### src/atten_pkg.sv
// Operation
// only a valid channel address changes a channel; other addresses change nothing
// attenuation codes 0x4f through 0xff mute the addressed channel
// mute is accepted from any current setting, switching straight into mute
// controller holds load/shift low from before first clock through sixteen bits
// each word is an 8-bit channel field and an 8-bit attenuation field
// address byte goes first, each byte most significant bit first
// address 0x00 selects channel one, 0x01 channel two, 0x02 channel three
// codes give 0.5 dB, then 1 dB, then 2 dB steps up to 76 dB
// earlier register contents leave on the serial output while new bits enter
// rising load/shift latches the word, decodes it and sets the chosen tap
// channels not addressed keep their setting; change only when selected or powered up
// at power-up all three channels are muted
// serial input is captured on each rising edge of the serial clock
// shifting happens only while load/shift is low
// a chain of n devices takes 16n bits, then one rising load/shift
// serial output is the bit at the far end of the 16-bit register
// clock edges with load/shift high neither shift nor change settings
package atten_pkg;
  localparam int WORD_BITS = 16;
  localparam int BYTE_BITS = 8;
  localparam int NUM_CHANNELS = 3;
  localparam int ADDR_MSB = 15;
  localparam int ADDR_LSB = 8;
  localparam int CODE_MSB = 7;
  localparam int CODE_LSB = 0;
  localparam logic [7:0] CHAN1_ADDR = 8'h00;
  localparam logic [7:0] CHAN2_ADDR = 8'h01;
  localparam logic [7:0] CHAN3_ADDR = 8'h02;
  localparam logic [7:0] HALF_DB_LAST = 8'h1f;
  localparam logic [7:0] ONE_DB_LAST = 8'h3f;
  localparam logic [7:0] TWO_DB_LAST = 8'h4e;
  localparam logic [7:0] MUTE_FIRST = 8'h4f;
  localparam logic [7:0] MUTE_CODE_RESET = 8'hff;
  localparam logic [15:0] SHIFT_RESET = 16'h0000;
  // attenuation in half-dB units, 76 dB = 152
  localparam logic [7:0] ATT_MUTE_HALFDB = 8'hff;
  typedef logic [7:0] byte_t;
endpackage

### src/pin_sync.sv
`timescale 1ns/100ps
module pin_sync (
  // clock and reset
  input  wire logic clk,
  input  wire logic rst,
  // pins
  input  wire logic pinIn,
  output logic      pinOut
);
  logic meta_r, meta_nxt;
  logic sync_r, sync_nxt;
  always_comb begin
    meta_nxt = pinIn;
    // in reset both stages follow the pin, so release shows the idle level
    // and the edge detectors behind see no false edge
    sync_nxt = rst ? pinIn : meta_r;
  end
  always_ff @(posedge clk) begin
    meta_r <= meta_nxt;
    sync_r <= sync_nxt;
  end
  assign pinOut = sync_r;
endmodule

### src/atten_decode.sv
`timescale 1ns/100ps
module atten_decode (
  // code in
  input  wire atten_pkg::byte_t code,
  // decoded tap
  output logic                  mute,
  output atten_pkg::byte_t      halfDb
);
  import atten_pkg::*;
  always_comb begin
    mute   = 1'b0;
    halfDb = 8'h00;
    if (code <= HALF_DB_LAST) begin
      halfDb = code;
    end else if (code <= ONE_DB_LAST) begin
      halfDb = 8'(8'h20 + 8'(2 * (code - 8'h20)));
    end else if (code <= TWO_DB_LAST) begin
      halfDb = 8'(8'h60 + 8'(4 * (code - 8'h40)));
    end else begin
      mute   = 1'b1;
      halfDb = ATT_MUTE_HALFDB;
    end
  end
endmodule

### src/serial_attenuator_control.sv
`timescale 1ns/100ps
module serial_attenuator_control (
  // clock and reset
  input  wire logic                          clk,
  input  wire logic                          rst,
  // serial link pins
  input  wire logic                          serClk,
  input  wire logic                          loadShift,
  input  wire logic                          dataIn,
  output logic                               dataOut,
  // per-channel tap selection
  output atten_pkg::byte_t                   chanCode [atten_pkg::NUM_CHANNELS],
  output atten_pkg::byte_t                   chanHalfDb [atten_pkg::NUM_CHANNELS],
  output logic [atten_pkg::NUM_CHANNELS-1:0] chanMute
);
  import atten_pkg::*;

  // synchronised copies of the pins
  logic        clkS;
  logic        ldS;
  logic        dinS;

  pin_sync syncClk (
    .clk    (clk),
    .rst    (rst),
    .pinIn  (serClk),
    .pinOut (clkS)
  );

  pin_sync syncLd (
    .clk    (clk),
    .rst    (rst),
    .pinIn  (loadShift),
    .pinOut (ldS)
  );

  pin_sync syncDin (
    .clk    (clk),
    .rst    (rst),
    .pinIn  (dataIn),
    .pinOut (dinS)
  );

  // edge detection state
  logic        clkPrev_r;
  logic        clkPrev_nxt;
  logic        ldPrev_r;
  logic        ldPrev_nxt;
  logic        clkRise;
  logic        ldRise;

  // shift register state
  logic [15:0] shift_r;
  logic [15:0] shift_nxt;
  logic        shiftEn;
  byte_t       addrByte;
  byte_t       codeByte;

  // channel settings state
  byte_t       code_r [NUM_CHANNELS];
  byte_t       code_nxt [NUM_CHANNELS];
  int          selIdx;
  logic        latchEn;
  logic [23:0] codeFlat;

  function automatic int chanIndex(input byte_t a);
    unique case (a)
      CHAN1_ADDR: chanIndex = 0;
      CHAN2_ADDR: chanIndex = 1;
      CHAN3_ADDR: chanIndex = 2;
      default:    chanIndex = -1;
    endcase
  endfunction

  function automatic logic validAddr(input byte_t a);
    validAddr = (chanIndex(a) >= 0);
  endfunction

  // previous samples reset to the idle pin levels, so leaving reset
  // never looks like an edge
  always_comb begin
    clkPrev_nxt = clkS;
    ldPrev_nxt  = ldS;
  end

  always_ff @(posedge clk) begin
    if (rst) begin
      clkPrev_r <= 1'b0;
      ldPrev_r  <= 1'b1;
    end else begin
      clkPrev_r <= clkPrev_nxt;
      ldPrev_r  <= ldPrev_nxt;
    end
  end

  assign clkRise = clkS & ~clkPrev_r;
  assign ldRise  = ldS & ~ldPrev_r;

  assign shiftEn  = clkRise & ~ldS;
  assign addrByte = shift_r[ADDR_MSB:ADDR_LSB];
  assign codeByte = shift_r[CODE_MSB:CODE_LSB];

  always_comb begin
    shift_nxt = shift_r;
    if (shiftEn) begin
      shift_nxt = {shift_r[WORD_BITS-2:0], dinS};
    end
  end

  always_ff @(posedge clk) begin
    if (rst) begin
      shift_r <= SHIFT_RESET;
    end else begin
      shift_r <= shift_nxt;
    end
  end

  // the chained device sees the oldest bit, straight from a flip-flop
  assign dataOut = shift_r[WORD_BITS-1];

  assign selIdx  = chanIndex(addrByte);
  assign latchEn = ldRise & validAddr(addrByte);

  always_comb begin
    code_nxt = code_r;
    // any code, mute included, replaces the current one directly
    for (int i = 0; i < NUM_CHANNELS; i++) begin
      if (latchEn && selIdx == i) begin
        code_nxt[i] = codeByte;
      end
    end
  end

  always_ff @(posedge clk) begin
    if (rst) begin
      for (int i = 0; i < NUM_CHANNELS; i++) begin
        code_r[i] <= MUTE_CODE_RESET;
      end
    end else begin
      code_r <= code_nxt;
    end
  end

  assign codeFlat = {code_r[2], code_r[1], code_r[0]};

  for (genvar g = 0; g < NUM_CHANNELS; g++) begin : gDec
    atten_decode dec (
      .code   (code_r[g]),
      .mute   (chanMute[g]),
      .halfDb (chanHalfDb[g])
    );
    assign chanCode[g] = code_r[g];
  end
endmodule

### config.mk
export PLATFORM = sky130hd
export DESIGN_NAME = serial_attenuator_control
export DESIGN_NICKNAME = d
export VERILOG_FILES = /design/src/atten_pkg.sv /design/src/pin_sync.sv /design/src/atten_decode.sv /design/src/serial_attenuator_control.sv
export SDC_FILE = /design/constraint.sdc
export NUM_CORES = 1
export LEC_CHECK = 0
export ABC_AREA = 1
export BUFFER_PORTS_ARGS = -buffer_cell sky130_fd_sc_hd__buf_4
export CORE_MARGIN = 2
export CORE_UTILIZATION = 40
export DETAILED_ROUTE_END_ITERATION = 8
export GPL_TIMING_DRIVEN = 0
export SETUP_SLACK_MARGIN = 0.4
export SLEW_MARGIN = 10
export SYNTH_ARGS = -nofsm -noshare
export SYNTH_HDL_FRONTEND = slang
export SYNTH_SLANG_ARGS = --single-unit
### constraint.sdc
create_clock -name clk -period 1.1 [get_ports clk]
set_input_delay 0.055 -clock clk [delete_from_list [all_inputs] [get_ports clk]]
set_output_delay 0.055 -clock clk [all_outputs]
set_load 0.01 [all_outputs]
=== Word-level counts from Yosys, hierarchy flattened ===
Cells that the tools add are included.

* Input bits: 5
* Logic and storage cells: 72
* Output and inout bits: 52
* Register bits after elaboration: 48

* Add/subtract/negate cells: 12
* Mux-type cells: 22
* Reductions and logical operators: 5
* Eq/ne operators: 4
* Bitwise logic cells: 7
* $lt $le $gt $ge: 10

{| class="wikitable"
|+ Operators by type and width
! cell !! count
|-
| $pmux W32 S3 || 1
|-
| $mux W8 || 9
|-
| $eq A32 B2 Y1 const B || 1
|-
| $eq A32 B3 Y1 const B || 1
|-
| $ge A32 B1 Y1 const B || 1
|-
| $logic_not A32 Y1 || 1
|-
| $add A6 B8 Y8 const A || 3
|-
| $add A7 B8 Y8 const A || 3
|-
| $le A8 B5 Y1 const B || 3
|-
| $le A8 B6 Y1 const B || 3
|-
| $le A8 B7 Y1 const B || 3
|-
| $sub A7 B6 Y7 const B || 3
|-
| $sub A6 B1 Y6 const B || 3
|-
| $mux W1 || 12
|-
| $eq A8 B1 Y1 const B || 1
|-
| $eq A8 B2 Y1 const B || 1
|-
| $logic_not A8 Y1 || 1
|-
| $and A1 B1 Y1 || 4
|-
| $logic_and A1 B1 Y1 || 3
|-
| $not A1 Y1 || 3
|}

=== Longest topological paths before layout ===
* Word-level depth: 5
* Mapped depth: 9
* Gate-level depth less buffers: 9

=== By module ===
Synthesis repeated with hierarchy kept, for this count alone.

* Cell total of the unflattened synthesis: 453
* Area, all modules: 3076.7 µm²

{| class="wikitable"
|+ By module, submodules not included
! module !! area an instance (µm²) !! times used !! cells an instance
|-
| serial_attenuator_control || 1657.8 || 1 || 195
|-
| atten_decode || 417.9 || 3 || 80
|-
| pin_sync || 55.1 || 3 || 6
|}

=== Least setup slack after synthesis ===
Ideal clock, no wire load.

* Kind: register to output
* Start point: register code_r, in the netlist chanCode[21]
* End point: output port chanHalfDb[18] (netlist name)
* Slack: -224 ps
* Path buffers: 0
* Required time: 1045 ps
* Arrival: 1269 ps
* Stages on the path, launching flop included: 8
* Cell sequence: dfxtp_1 inv_1 ha_1 inv_1 nor2_2 nand2_1 nand2_2 o21ai_1

{| class="wikitable"
|+ RTL lines
! item !! line !! RTL
|-
| start: declaration || serial_attenuator_control.sv:60 || <nowiki>byte_t code_r [NUM_CHANNELS];</nowiki>
|-
| start signal: assignment || serial_attenuator_control.sv:140 || <nowiki>code_r <= code_nxt;</nowiki>
|-
| end: declaration || serial_attenuator_control.sv:13 || <nowiki>output atten_pkg::byte_t chanHalfDb [atten_pkg::NUM_CHANNELS],</nowiki>
|}

==> impl_metrics.py <==
metrics = {
    "power": {
        "power_frac_clock": 0.283,
        "p_leak_nw": 2.27,
        "power.internal_w": 0.00258,
        "p_sw_frac": 0.311,
        "p_per_area_mw_per_mm2": 723,
        "vdd_ir_drop_max_mv": 0.787,
        "power.switching_w": 0.00116,
        "comb_power_share": 0.220,
        "seqPwrFrac": 0.496,
    },
    "route": {
        "routed-via-count": 3155,
        "drc": 0,
        "totalWireLength_um": 8660,
        "post_drt_wl_per_cell_um": 14.2,
        "ant_nets": 0,
        "firstDrtPassIters": 4,
        "first_iter_violations": 123,
        "vias_per_cell": 5.16,
    },
    "global_routing": {
        "grt_pass1_wl_um": 13000,
        "grt_pass1_vias": 2849,
        "grt_use_total": 0.209,
        "antenna_found_initial": 0,
        "grt_max_degree": 16,
        "gr-total-overflow": 0,
    },
    "synth": {
        "synthFlopType": "dfxtp_1",
        "synth-compound-area-share": 0.0728,
        "netlist_area_sq_mm": 0.00277,
        "synth_top_area_frac": 0.347,
        "synth_top_area_cell": "dfxtp_1",
        "synth_mux_area_frac": 0,
        "synth.most_common_cell": "nand2_1",
        "synth_edf_count": 0,
        "synth_adder_area_share": 0.0407,
        "yosys.area_share.simple": 0.450,
        "netlist_top_cells_area": "dfxtp_1 35%, nand3_1 15%, nand2_1 15%",
        "ys_ff_latch": 48,
        "ys_async_sr_fraction": 0,
        "ys_warn_count": 0,
        "synth_xor_area_frac": 0.00316,
        "yosysUniqueCellTypes": 24,
        "ys_seq_area_frac": 0.347,
        "synth_commonest_cells": "110 x nand2_1, 83 x nand3_1, 48 x dfxtp_1, 40 x nor2_1, 25 x inv_1",
        "avgSynthCellArea_sq_um": 6.67,
        "syn_nets": 429,
        "syn_inst": 415,
        "synth_top_family_by_area": "simple AND/OR/NAND/NOR gates",
    },
    "worst_setup_path": {
        "arrival_ns": 1.58,
        "cp_max_fo": 8,
        "start_kind": "register",
        "setup.worst_path.end_class": "output port",
        "path_class": "reg2out",
        "cp_data_required_time_ns": 1.04,
    },
    "cells_and_area": {
        "multi_input_area_sq_mm": 0.00250,
        "nets": 544,
        "drive_gt1_frac": 0.695,
        "seqCellArea_sq_mm": 0.00107,
        "syn2layout_area_growth_pct": 87.1,
        "antenna_cells": 0,
        "n_fill_cell": 500,
        "post-route-util": 0.766,
    },
    "sta": {
        "clock.fmax_mhz": 613,
        "fin_crit_sh": 1.48,
        "finalHoldViolations": 0,
        "setup_slack_ns": -0.532,
        "slew_headroom": 0.601,
        "setup_viol": 53,
        "holdWs_ns": 0.0345,
        "fin_crit_ns": 1.63,
        "rsz0062_at_grt": "true",
        "tightest_slew_ns": 0.598,
        "fin_skew_ns": 0.0165,
        "fin_tns_setup_ns": -15.83,
        "final-max-slew-violation-count": 0,
    },
    "clock_tree": {
        "worst_skew_pair.late_latency_ns": 0.31,
        "clk_path_buf_depth": 2,
        "cts_max_level": 2,
        "numCtsBuffers": 5,
        "cts_sinks": 48,
        "cts_tree": "done",
        "cts.clk_slew.worst_paths_ns": 0.10,
        "cts-root-buf": "clkbuf_8",
    },
    "floorplan": {
        "die_h_um": 87.2,
        "dieArea_sq_mm": 0.00760,
        "pin_count": 57,
        "core-area_sq_mm": 0.00676,
        "row_count": 30,
        "start_util": 0.410,
        "die_w_um": 87.2,
    },
    "placed_design": {
        "hpwl_um": 5040,
        "routabilityCongestion": 0.829,
        "io_buffers": 55,
    },
    "status": {
        "violations": "setup timing",
        "status": "complete, but fails checks",
    },
    "hold_path": {
        "hold_class": "in2reg",
    },
    "run": {
        "maxCapViolCount": 0,
    },
}
==> worst max-delay path: stages, from the launching register on <==
cell	delay (ns)
dfxtp_4	0.38
buf_12	0.13
ha_4	0.15
inv_4	0.06
nor2_4	0.03
nand2_4	0.09
nand2_8	0.10
inv_6	0.08
nand2_2	0.04
nor2_2	0.08
buf_4	0.12
==> registers in the layout (all words and copies together), names as in the netlist <==
| signal | cells |
|---|---|
| syncLd.pinOut | 1 |
| syncClk.meta_r | 1 |
| clkPrev_r | 1 |
| syncLd.meta_r | 1 |
| chanCode | 24 |
| syncClk.pinOut | 1 |
| ldPrev_r | 1 |
| syncDin.pinOut | 1 |
| syncDin.meta_r | 1 |
| shift_r | 16 |
==> per-layer routing <==
layer,wire length [um],vias up,global-route usage
met4,81,0,0.0350
li1,-,1582,-
met3,259,10,0.0303
met1,3800,1499,0.276
met5,0,-,0
met2,4520,64,0.366
==> through the flow <==
| step | cells | total power [W] | area [sq um] | setup slack, ns |
|---|---|---|---|---|
| global route | 611 | 0.00390 | 5180 | -0.623 |
| CTS | 588 | 0.00357 | 4510 | -0.525 |
| detailed placement | 550 | 0.00237 | 3590 | -0.232 |
| global placement | 550 | 0.00236 | 3590 | -0.230 |
| finish | 611 | 0.00374 | 5180 | -0.532 |
| floorplan | 415 | 0.00224 | 3070 | -0.0312 |
==> cell type report <==
type / instances / share of cell area
clock buffers: 5 / 0.0133
clock inverters: 3 / 0.00338
plain buffers: 14 / 0.0275
inverters: 41 / 0.0394
flip-flops and latches: 48 / 0.207
repair buffers: 106 / 0.208
well taps: 80 / 0.0193
multi-input cells: 314 / 0.482
==> kinds of logic (layout without fill, tap and decap cells) <==
kind of cell | count (synthesis) | after routing
XOR/XNOR | 1 | 1
AND/OR/NAND/NOR | 263 | 265
adder cells (fa/ha/maj) | 9 | 9
flip-flops | 48 | 48
buffers and inverters | 55 | 169
AO/OA/AOI/OAI | 39 | 39
==> what timing repair did <==
| action | CTS | global route |
|---|---|---|
| gates resized for setup | 157 | 129 |
| buffers inserted | 19 | 21 |
| pin swaps | 76 | 62 |
| endpoints found under the hold margin | 7 | 1 |
| cloned | 7 | 1 |
| hold buffers | 4 | 1 |
| setup endpoints to repair | 93 | 93 |
==> final timing paths <==
| path | start | cells past startpoint | to | slack [ns] |
|---|---|---|---|---|
| max | chanCode[12] | 10 | chanHalfDb[15] | -0.53 |
| min | rst | 3 | syncLd.pinOut | 0.03 |
| max reg2reg | shift_r[14] | 6 | chanCode[13] | -0.17 |
| min reg2reg | syncLd.meta_r | 2 | syncLd.pinOut | 0.42 |
==> power by group through the flow <==
stage	clock network, W	registers, W	logic (W)
3_5_place_dp	0	0.00191	0.000455
3_3_place_gp	0	0.00191	0.000450
6_report	0.00106	0.00186	0.000824
5_1_grt	0.00115	0.00187	0.000883
2_1_floorplan	0	0.00191	0.000333
4_1_cts	0.00107	0.00185	0.000660
==> cells in the final DEF, fill, tap and decap left out, types with 3 or more instances in the layout <==
cell type / n
buf_6: 57
nand2_1: 45
nand3_2: 45
buf_4: 43
nand2_2: 42
nand3_1: 38
nand2_4: 31
dfxtp_4: 28
nor2_1: 27
nor2_4: 21
a21oi_2: 18
dfxtp_1: 16
inv_4: 14
inv_1: 13
o21ai_2: 11
inv_2: 10
nand2_8: 7
ha_4: 6
nor2_2: 5
a21oi_1: 5
buf_8: 5
clkbuf_8: 5
dlygate4sd3_1: 5
inv_6: 4
buf_12: 4
dfxtp_2: 4
o21ai_0: 3
ha_1: 3
No activity file was read; power rests on OpenSTA's default activity.
